$ cat src/rtl/wts_consts.svh
// Constants for the transmitter status sequencer.
`ifndef WTS_CONSTS_SVH
`define WTS_CONSTS_SVH
`define WTS_CLK_HZ 250000000
`define WTS_IND_MS 400
`define WTS_TONE_HZ 4000
`define WTS_CC_S 5
`define WTS_OC_S 60
`define WTS_OT_S 300
`define WTS_SLEEP_MS 100
`define WTS_BOOT_WORDS 64
`define WTS_POR_CYC 16
`define WTS_MS_CYC (`WTS_CLK_HZ / 1000)
`define WTS_IND_CYC (`WTS_IND_MS * `WTS_MS_CYC)
`define WTS_TONE_HALF (`WTS_CLK_HZ / (2 * `WTS_TONE_HZ))
`define WTS_CC_CYC (64'(`WTS_CC_S) * `WTS_CLK_HZ)
`define WTS_OC_CYC (64'(`WTS_OC_S) * `WTS_CLK_HZ)
`define WTS_OT_CYC (64'(`WTS_OT_S) * `WTS_CLK_HZ)
`define WTS_CNT_W 40
`define WTS_SLEEP_CYC (`WTS_SLEEP_MS * `WTS_MS_CYC)
`define WTS_EPT_CC 8'h01
`define WTS_EPT_FAULT 8'h02
`define WTS_EPT_OT 8'h03
`define WTS_EPT_BATT 8'h06
`define WTS_LED_OFF 2'h0
`define WTS_LED_CHARGING 2'h1
`define WTS_LED_DONE 2'h2
`define WTS_LED_FAULT 2'h3
`endif

$ cat src/rtl/wts_pkg.sv
// Types for the transmitter status sequencer.
package wts_pkg;
    typedef enum logic [2:0] {
        WTS_POR, WTS_BOOT, WTS_IDLE, WTS_XFER, WTS_HOLD, WTS_LOCK, WTS_SLEEP
    } wts_state_e;
endpackage

$ cat src/rtl/wts_seq.sv
// Transmitter status and housekeeping sequencer.
// Operation
// - Tone output squares at 4 kHz for 400 ms when transfer starts.
// - Level output is high for 400 ms when transfer starts.
// - Low external reset holds the sequencer in power-on reset with no transfer.
// - Internal power-on delay sequences startup without an outside supervisor.
// - Charge-complete end packet gives solid green and pauses transfer 5 s.
// - After that pause ping again; repeated charge-complete keeps indication.
// - Full charge-status packet shows done but keeps transfer running.
// - Overcurrent flags a fault and pauses transfer one minute.
// - Strapped supervisor is boot-loaded at first power-up, then joint.
// - Standby with supervisor raises and holds a sleep command after 100 ms idle.
// - Charge, fault and mode state are restored from the supervisor.
// - Over-temperature waits 5 minutes; internal or battery fault never retries.
`timescale 1ns/100ps
`include "wts_consts.svh"
module wts_seq
    import wts_pkg::*;
#(
    parameter int IND_CYC = `WTS_IND_CYC,
    parameter int HALF_CYC = `WTS_TONE_HALF,
    parameter longint CC_CYC = `WTS_CC_CYC,
    parameter longint OC_CYC = `WTS_OC_CYC,
    parameter longint OT_CYC = `WTS_OT_CYC,
    parameter int SLEEP_CYC = `WTS_SLEEP_CYC,
    parameter int BOOT_WORDS = `WTS_BOOT_WORDS,
    parameter int POR_CYC = `WTS_POR_CYC
)
(
    input wire logic clk,
    input wire logic rst_n,
    input wire logic ce,
    input wire logic sup_strap,
    input wire logic sup_state_valid,
    input wire logic [1:0] sup_led_state,
    input wire logic sup_fault,
    input wire logic sup_trickle,
    input wire logic rx_present,
    input wire logic ept_valid,
    input wire logic [7:0] ept_code,
    input wire logic charge_status_full_packet,
    input wire logic overcurrent,
    input wire logic temp_shutdown,
    output logic power_enable,
    output logic ping,
    output logic tone_buzzer,
    output logic level_buzzer,
    output logic [1:0] led_state,
    output logic fault_flag,
    output logic trickle,
    output logic boot_valid,
    output logic [7:0] boot_addr,
    output logic sleep_cmd
);
    logic rs1_reg, rs2_reg;
    wts_state_e state_reg, state_next;
    // Long holds need more than 32 bits at the full clock rate.
    localparam int CW = `WTS_CNT_W;
    logic [CW-1:0] cnt_reg, cnt_next;
    logic [1:0] led_reg, led_next;
    logic fault_reg, fault_next;
    logic trk_reg, trk_next;
    logic sup_reg, sup_next;
    logic booted_reg, booted_next;
    logic [7:0] baddr_reg, baddr_next;
    logic ping_reg, ping_next;
    logic sleep_reg, sleep_next;
    logic start;

    // Reset release through two flip-flops.
    always_ff @(posedge clk or negedge rst_n)
    begin
        if (!rst_n)
        begin
            rs1_reg <= 1'b0;
            rs2_reg <= 1'b0;
        end
        else
        begin
            rs1_reg <= 1'b1;
            rs2_reg <= rs1_reg;
        end
    end

    // Next-state logic; the registers follow in the block below.
    always_comb
    begin
        state_next = state_reg;
        cnt_next = cnt_reg;
        led_next = led_reg;
        fault_next = fault_reg;
        trk_next = trk_reg;
        sup_next = sup_reg;
        booted_next = booted_reg;
        baddr_next = baddr_reg;
        ping_next = 1'b0;
        sleep_next = 1'b0;
        start = 1'b0;
        unique case (state_reg)
            WTS_POR:
            begin
                if (cnt_reg >= CW'(POR_CYC - 1))
                begin
                    cnt_next = '0;
                    sup_next = sup_strap;
                    // Supervisor state is taken once, at wake-up.
                    if (sup_strap && sup_state_valid)
                    begin
                        led_next = sup_led_state;
                        fault_next = sup_fault;
                        trk_next = sup_trickle;
                    end
                    // A supervisor that holds state was loaded already.
                    if (sup_strap && !booted_reg && !sup_state_valid)
                    begin
                        state_next = WTS_BOOT;
                    end
                    else
                    begin
                        state_next = WTS_IDLE;
                    end
                end
                else
                begin
                    cnt_next = cnt_reg + CW'(1);
                end
            end
            WTS_BOOT:
            begin
                // Boot strobes walk the word address up from zero.
                baddr_next = baddr_reg + 8'h01;
                if (baddr_reg == 8'(BOOT_WORDS - 1))
                begin
                    booted_next = 1'b1;
                    state_next = WTS_IDLE;
                end
            end
            WTS_IDLE:
            begin
                if (cnt_reg == '0)
                begin
                    ping_next = 1'b1;
                end
                if (rx_present)
                begin
                    start = 1'b1;
                    cnt_next = '0;
                    state_next = WTS_XFER;
                    if (led_reg != `WTS_LED_DONE)
                    begin
                        led_next = `WTS_LED_CHARGING;
                    end
                end
                else if (sup_reg && cnt_reg >= CW'(SLEEP_CYC - 1))
                begin
                    sleep_next = 1'b1;
                    state_next = WTS_SLEEP;
                end
                else
                begin
                    cnt_next = cnt_reg + CW'(1);
                end
            end
            WTS_XFER:
            begin
                // Overcurrent outranks temperature, which outranks packets.
                if (overcurrent)
                begin
                    fault_next = 1'b1;
                    led_next = `WTS_LED_FAULT;
                    cnt_next = CW'(OC_CYC);
                    state_next = WTS_HOLD;
                end
                else if (temp_shutdown ||
                         (ept_valid && ept_code == `WTS_EPT_OT))
                begin
                    fault_next = 1'b1;
                    led_next = `WTS_LED_FAULT;
                    cnt_next = CW'(OT_CYC);
                    state_next = WTS_HOLD;
                end
                else if (ept_valid && (ept_code == `WTS_EPT_FAULT ||
                                       ept_code == `WTS_EPT_BATT))
                begin
                    fault_next = 1'b1;
                    led_next = `WTS_LED_FAULT;
                    state_next = WTS_LOCK;
                end
                else if (ept_valid && ept_code == `WTS_EPT_CC)
                begin
                    led_next = `WTS_LED_DONE;
                    cnt_next = CW'(CC_CYC);
                    state_next = WTS_HOLD;
                end
                else if (charge_status_full_packet)
                begin
                    led_next = `WTS_LED_DONE;
                    trk_next = 1'b1;
                end
                else if (!rx_present)
                begin
                    cnt_next = '0;
                    trk_next = 1'b0;
                    state_next = WTS_IDLE;
                end
            end
            WTS_HOLD:
            begin
                // Retry holds end with the fault cleared and a fresh ping.
                if (cnt_reg <= CW'(1))
                begin
                    cnt_next = '0;
                    fault_next = 1'b0;
                    state_next = WTS_IDLE;
                end
                else
                begin
                    cnt_next = cnt_reg - CW'(1);
                end
            end
            WTS_LOCK:
            begin
                // Fatal end packets park here until an external reset.
                state_next = WTS_LOCK;
            end
            // Sleep holds until the supervisor removes the supply.
            WTS_SLEEP:
            begin
                sleep_next = 1'b1;
            end
            // An illegal state code restarts the power-on sequence.
            default:
            begin
                cnt_next = '0;
                state_next = WTS_POR;
            end
        endcase
    end

    // A low ce freezes every register but the reset copy.
    always_ff @(posedge clk or negedge rst_n)
    begin
        if (!rst_n)
        begin
            state_reg <= WTS_POR;
            cnt_reg <= '0;
            led_reg <= `WTS_LED_OFF;
            fault_reg <= 1'b0;
            trk_reg <= 1'b0;
            sup_reg <= 1'b0;
            booted_reg <= 1'b0;
            baddr_reg <= 8'h00;
            ping_reg <= 1'b0;
            sleep_reg <= 1'b0;
        end
        else if (!rs2_reg)
        begin
            state_reg <= WTS_POR;
            cnt_reg <= '0;
            ping_reg <= 1'b0;
            sleep_reg <= 1'b0;
        end
        else if (ce)
        begin
            state_reg <= state_next;
            cnt_reg <= cnt_next;
            led_reg <= led_next;
            fault_reg <= fault_next;
            trk_reg <= trk_next;
            sup_reg <= sup_next;
            booted_reg <= booted_next;
            baddr_reg <= baddr_next;
            ping_reg <= ping_next;
            sleep_reg <= sleep_next;
        end
    end

    // The start strobe launches both buzzer outputs together.
    wts_buzzer #(
        .IND_CYC(IND_CYC),
        .HALF_CYC(HALF_CYC)
    ) u_buzzer (
        .clk(clk),
        .rst_n(rs2_reg),
        .ce(ce),
        .start(start),
        .tone(tone_buzzer),
        .level(level_buzzer)
    );

    // Status outputs are read straight from the registers.
    assign power_enable = (state_reg == WTS_XFER);
    assign ping = ping_reg;
    assign led_state = led_reg;
    assign fault_flag = fault_reg;
    assign trickle = trk_reg;
    assign boot_valid = (state_reg == WTS_BOOT);
    assign boot_addr = baddr_reg;
    assign sleep_cmd = sleep_reg;
endmodule

$ cat src/rtl/wts_buzzer.sv
// Start-of-transfer buzzer pulse generator.
`timescale 1ns/100ps
`include "wts_consts.svh"
module wts_buzzer
    import wts_pkg::*;
#(
    parameter int IND_CYC = `WTS_IND_CYC,
    parameter int HALF_CYC = `WTS_TONE_HALF
)
(
    input wire logic clk,
    input wire logic rst_n,
    input wire logic ce,
    input wire logic start,
    output logic tone,
    output logic level
);
    logic [31:0] win_reg, win_next;
    logic [31:0] half_reg, half_next;
    logic tone_reg, tone_next;
    logic level_reg, level_next;

    always_comb
    begin
        win_next = win_reg;
        half_next = half_reg;
        tone_next = tone_reg;
        level_next = level_reg;
        if (start)
        begin
            win_next = 32'(IND_CYC);
            half_next = 32'(HALF_CYC - 1);
            tone_next = 1'b1;
            level_next = 1'b1;
        end
        else if (win_reg > 32'h00000001)
        begin
            win_next = win_reg - 32'h00000001;
            if (half_reg == 32'h00000000)
            begin
                half_next = 32'(HALF_CYC - 1);
                tone_next = ~tone_reg;
            end
            else
            begin
                half_next = half_reg - 32'h00000001;
            end
        end
        else
        begin
            win_next = 32'h00000000;
            tone_next = 1'b0;
            level_next = 1'b0;
        end
    end

    always_ff @(posedge clk or negedge rst_n)
    begin
        if (!rst_n)
        begin
            win_reg <= 32'h00000000;
            half_reg <= 32'h00000000;
            tone_reg <= 1'b0;
            level_reg <= 1'b0;
        end
        else if (ce)
        begin
            win_reg <= win_next;
            half_reg <= half_next;
            tone_reg <= tone_next;
            level_reg <= level_next;
        end
    end

    assign tone = tone_reg;
    assign level = level_reg;
endmodule

$ cat config.mk
export PLATFORM = sky130hd
export DESIGN_NAME = wts_seq
export DESIGN_NICKNAME = d
export VERILOG_FILES = /design/src/rtl/wts_pkg.sv /design/src/rtl/wts_seq.sv /design/src/rtl/wts_buzzer.sv
export VERILOG_INCLUDE_DIRS = /design/src /design/src/rtl
export SDC_FILE = /design/constraint.sdc
export NUM_CORES = 1
export LEC_CHECK = 0
export BUFFER_PORTS_ARGS = -buffer_cell sky130_fd_sc_hd__buf_2
export CORE_UTILIZATION = 35
export DETAILED_ROUTE_END_ITERATION = 7
export PLACE_DENSITY = 0.47
export SLEW_MARGIN = 10
export SYNTH_ARGS = -nofsm -noshare
export SYNTH_HDL_FRONTEND = slang
export SYNTH_HIERARCHICAL = 1
export SYNTH_SLANG_ARGS = --single-unit
$ cat constraint.sdc
create_clock -name clk -period 2.6 [get_ports clk]
set_clock_uncertainty 0.1 [all_clocks]
set_input_delay 0.13 -clock clk [delete_from_list [all_inputs] [get_ports clk]]
set_output_delay 0.13 -clock clk [all_outputs]
set_load 0.02 [all_outputs]
# Word-level counts from Yosys, hierarchy flattened
# Index checks and enable logic that the tools add are counted.
[word_totals]
ff_bits = 127
latchBits = 0
mem_bits_rw = 0
romBits = 0
in_bits = 22
out_inout_bits = 18
word_cells = 170
n_memories = 0
[classes]
add_sub_neg = 5
mul = 0
n_div = 0
n_lt_le_gt_ge = 4
eq_ne = 39
shift = 0
muxes = 75
bitwise_logic = 1
reduce_logical = 30
[ops]
columns = ["op", "n"]
rows = [
  ["$mux 40", 12],
  ["$pmux 40 s5", 1],
  ["$mux 32", 5],
  ["$sub 32x1->32 const B", 2],
  ["$add 40x1->40 const B", 1],
  ["$ge 40x25->1 const B", 1],
  ["$ge 40x4->1 const B", 1],
  ["$le 40x1->1 const B", 1],
  ["$logic_not 40->1", 1],
  ["$sub 40x1->40 const B", 1],
  ["$mux 3", 13],
  ["$gt 32x1->1 const B", 1],
  ["$logic_not 32->1", 1],
  ["$mux 1", 29],
  ["$ne 2x2->1 const B", 14],
  ["$pmux 3 s7", 1],
  ["$mux 2", 10],
  ["$eq 8x2->1 const B", 2],
  ["$reduce_and 8->1", 2],
  ["$ne 7x4->1 const B", 2],
  ["$ne 3x3->1 const B", 4],
  ["$ne 6x4->1 const B", 2],
  ["$reduce_and 10->1", 1],
  ["$eq 3x3->1 const B", 3],
  ["other kinds (27)", 43],
]

# Logic depth before layout (Yosys ltp)
[logic_depth]
word_depth = 9
mapped_depth = 10
mapped_depth_nobuf = 9

# Modules after synthesis
# The synthesis kept the hierarchy.
[modules_own_cells]
columns = ["module", "instances", "cells_per_inst", "area_each_um2", "seq_area_each_um2"]
rows = [
  ["wts_seq", 1, 642, 5311.3, 1526.5],
  ["wts_buzzer", 1, 448, 4085.2, 1651.6],
]

# Worst setup path before layout
# Ideal clock, no wire load.
[synth_timing]
kind = "reg2reg"
from = "register rs2_reg"
to = "register baddr_reg[7], in the netlist boot_addr[7]"
arrival_time_ns = 3.350
required_time_ns = 2.370
path_slack_ns = -0.979
stages_incl_launch_ff = 7
n_path_buf = 0
synth_period_minus_slack_ns = 3.579
path_cell_list = "dfrtp_1 nand2_1 nor3_1 and4_1 and3_1 nand3_1 xnor2_1"
[synth_between]
elab_chain_len = 1
[synth_lines]
columns = ["item", "line", "rtl"]
rows = [
  ["start, declared", "wts_seq.sv:55", "logic rs1_reg, rs2_reg;"],
  ["start signal, assigned", "wts_seq.sv:81", "rs2_reg <= rs1_reg;"],
  ["$reduce_and 3->1 (no source line)", "-", ""],
  ["end signal, assigned", "wts_seq.sv:272", "baddr_reg <= baddr_next;"],
  ["end, declared", "wts_seq.sv:65", "logic [7:0] baddr_reg, baddr_next;"],
]
# Every way passes these cells.
# A chain may end at the register's enable or synchronous reset.

# Final worst setup path
[layout_timing]
from = "register cnt_reg[25]"
to = "register cnt_reg[15]"
[layout_between]
elab_chain_len = 5
elab_cells_between_ends = 11
classes_between = "order compare: 3; eq/ne: 1; mux: 5; reduce/logical: 2"
[layout_lines]
columns = ["item", "line", "rtl"]
rows = [
  ["start, declared", "wts_seq.sv:59", "logic [CW-1:0] cnt_reg, cnt_next;"],
  ["start signal, assigned", "wts_seq.sv:266", "cnt_reg <= cnt_next;"],
  ["$le 40x1->1 or $ge 40x4->1 (tied branches)", "wts_seq.sv:210, wts_seq.sv:102", ""],
  ["$mux 40 (on tied branches)", "wts_seq.sv:210, wts_seq.sv:102", ""],
  ["$pmux 40 s5", "wts_seq.sv:99", "unique case (state_reg)"],
  ["$mux 40", "wts_seq.sv:263", "else if (ce)"],
  ["$mux 40", "wts_seq.sv:256", "else if (!rs2_reg)"],
]
# Several ways; a longest one is shown, not always the timed one. The select of a mux whose other input is x is not followed.

==> results.md <==
- Outcome: finished, violations left
- Failing checks: design-rule violations, negative setup slack
- GP Congestion: ~0.9
- Final ANT Viol Nets: 0
- DRT Wirelength: 33.7 mm
- NumNets Final: around 1300
- Commonest non-fill, non-tap cell in the layout: buf_4
- GRT overflow: 0
- # diodes: 0
- Clock tree sinks: 127
- Wire per inst: 20.5 um
- Crit path capture type: flip-flop
- First-pass GRT wire length: ~52 mm
- First-pass DRT Iterations: 8
- Initial Util: between 30% and 40%
- Vias/cell: around 5.9
- TritonCTS Buffers: 17
- Worst R2R Path Depth: 10
- Post-synthesis async set-or-reset flop share: 100%
- Critical Path AT: 2.92 ns
- Req. time, crit path: ~2.8 ns
- Die ar.: between 0.02 and 0.03 sq mm
- Syn_area_per_cell: about 8.6 sq um
- Buf+Inv Stages, Crit Path: 3
- Critical Path Most Common Cell: buf_6
- Setup TNS Final: -0.826 ns
- Total GRT Usage: a little under a quarter
- Critical path launch point type: flip-flop
- DRC: 2
- EDFF count, synth: 0
- Worst vdd rail ir drop: 0.405 mV
- Final worst-path cycle share: 103%
- Root buf cell: clkbuf_16
- Number of DRC markers in iteration 0: roughly 770
- Top_reg_cell synth: dfrtp_1
- Power Density: roughly 530 mW/mm^2
- Layout cell share with drive strength beyond 1: around a third
- Critical path's top delay family: simple AND/OR/NAND/NOR gates
- Seq/Total Area, Yosys: 33.8%
- Final setup violation count: 28
- Final Worst Setup Slack: -0.0803 ns
- RSZ-0062 raised after global routing: true
- H-tree levels: 4
- Cells along the critical path: nor4_4 -> nand4_4 -> buf_6 -> a211oi_4 -> nor3b_4 -> buf_4 -> nor2b_4 -> buf_6 -> a31oi_1 -> o22ai_1
- Max reg flops: 40
- Via count: roughly 9800
- Syn Nets: approximately 1100
- I/O pin cnt: 40
- Post-Syn Area: 0.00940 sq mm
- Count of cell types in the netlist: 95
- Cell row count: between 50 and 60
- Clk Latency, worst-skew pair: between 0.4 and 0.5 ns
- R2r startpoint: cnt_reg[25]
- Final HPWL DP: roughly 23 mm
- Fin. max-slew vios: 0
- Core area: about 0.026 sq mm
- Reg2Reg Capture Point: cnt_reg[15]
- Most frequent cells in the layout: buf_4, dfrtp_1, nor2_1
- Initial antenna violation count: 0
- Fin. Hold Viols: 0
- Worst Path Max Fanout: 8
- End of the worst hold path: trickle
- Die width: roughly 170 um
- YS warnings: 6
- Cells after synthesis: 1090
- Synth Register Bits: roughly 130
- HP Start: charge_status_full_packet
- Vias in the first global route: 9360
- Worst slew pin tran: between 1 and 1.5 ns
- Reg-to-reg slack, setup: -0.08 ns
- Final Util: 48.0%
- Number of buffers on the longest clock path: 2
- CTS tree: yes
- Worst relative slew slack: approximately a third
- Fmax: 373 MHz
- HP Class: input port to flip-flop
- Die Ht: about 170 um
- Clk slew on worst S/H paths: ~0.07 ns
- Hold Path Cell Cnt: 3
- Largest stage delay, worst path: around 0.42 ns
- Post-layout min period: around 2.7 ns
- Max-Cap Viols: 0
- IO buf count: 39
- Largest net degree at the start of global routing: 73
- Critical path type: flip-flop to flip-flop
- P&R area growth vs syn: 33.8%
- Slowest CP cell: dfrtp_1
- LEAKAGE: roughly 0.0053 uW
## per-layer routing
layer | wire length [um] | track usage, % | vias up | part of all wire [%]
met5 | 0 | 0 | - | 0
met2 | 15100 | 36.8 | 320 | 45
met4 | 459 | 5.85 | 0 | 1.4
met1 | 16300 | 34.5 | 4814 | 48
met3 | 1760 | 3.15 | 40 | 5.2
li1 | - | - | 4610 | -
## stage by stage
step / cells / setup slack, ns / hold slack (ns) / total power, uW / area, sq um
floorplan: 1090 / 0.0921 / -0.266 / 3380 / 9400
global placement: 1576 / -0.0724 / 0.00602 / 4050 / 11200
detailed placement: 1576 / -0.0851 / 0.0120 / 4050 / 11200
CTS: 1617 / -0.0597 / 0.0186 / 6530 / 11900
global route: 1645 / -0.161 / 0.0482 / 6950 / 12600
finish: 1645 / -0.0803 / 0.0395 / 6620 / 12600
## cells by family after synthesis
logic type | synth area share, %
AND/OR/NAND/NOR | 30.6
AO/OA/AOI/OAI | 23.8
flip-flops | 33.8
buffers and inverters | 5.69
XOR/XNOR | 4.01
adder cells (fa/ha/maj) | 1.20
multiplexers | 0.799
other | 0.0399
## synth_stat cells (11+ instances only)
cell type	count	area, sq um
a21oi_1	35	175
a22o_1	18	158
a22oi_1	17	128
a31oi_1	17	106
and3_1	22	138
buf_2	25	125
clkbuf_1	36	135
dfrtp_1	127	3180
inv_1	27	101
nand2_1	79	297
nand3_1	35	175
nand4_1	34	213
nor2_1	107	402
nor3_1	48	240
nor4_1	19	119
nor4_4	11	234
o211ai_1	14	105
o21ai_0	42	210
o21ai_1	32	160
o2bb2ai_1	16	140
o31ai_1	14	105
or3_1	18	113
or4_1	26	195
xnor2_1	29	254
xor2_1	14	123
## how the worst max path moves through the flow
stage,startpoint,cells after the start,to,slack [ns]
finish,cnt_reg[25],10,cnt_reg[15],-0.08
global route,cnt_reg[25],10,cnt_reg[20],-0.16
CTS,cnt_reg[16],7,cnt_reg[39],-0.06
detailed placement,cnt_reg[36],7,cnt_reg[39],-0.09
global placement,cnt_reg[36],8,cnt_reg[28],-0.07
floorplan,cnt_reg[0],9,cnt_reg[14],0.09
## timing repair
action / in CTS / in global routing
hold endpoints to repair: 21 / 0
hold buffers: 7 / 0
pin swaps: 0 / 22
setup buffers: 2 / 21
gates resized for setup: 1 / 90
endpoints found under the setup margin: 34 / 69
gates cloned: 0 / 8
## power by group
part	switching, uW	total (uW)	internal, uW
clock network	1080	2430	1350
logic	970	1760	788
registers	235	2430	2190
## worst register-to-register path, stage by stage (launching register included)
cell and delay (ns):
dfrtp_1 0.42, nor4_4 0.41, nand4_4 0.25, buf_6 0.20, a211oi_4 0.27, nor3b_4 0.11, buf_4 0.15, nor2b_4 0.25
buf_6 0.21, a31oi_1 0.09, o22ai_1 0.15
## layout make-up
class,instances,area [sq um]
Fill cell,2513,13600
Multi-Input combinational cell,856,6080
Sequential cell,127,3180
Timing Repair Buffer,268,2210
Clock buffer,17,425
Tap cell,335,419
Clock inverter,15,151
Inverter,27,101
Power figures use the tool's default switching activity.
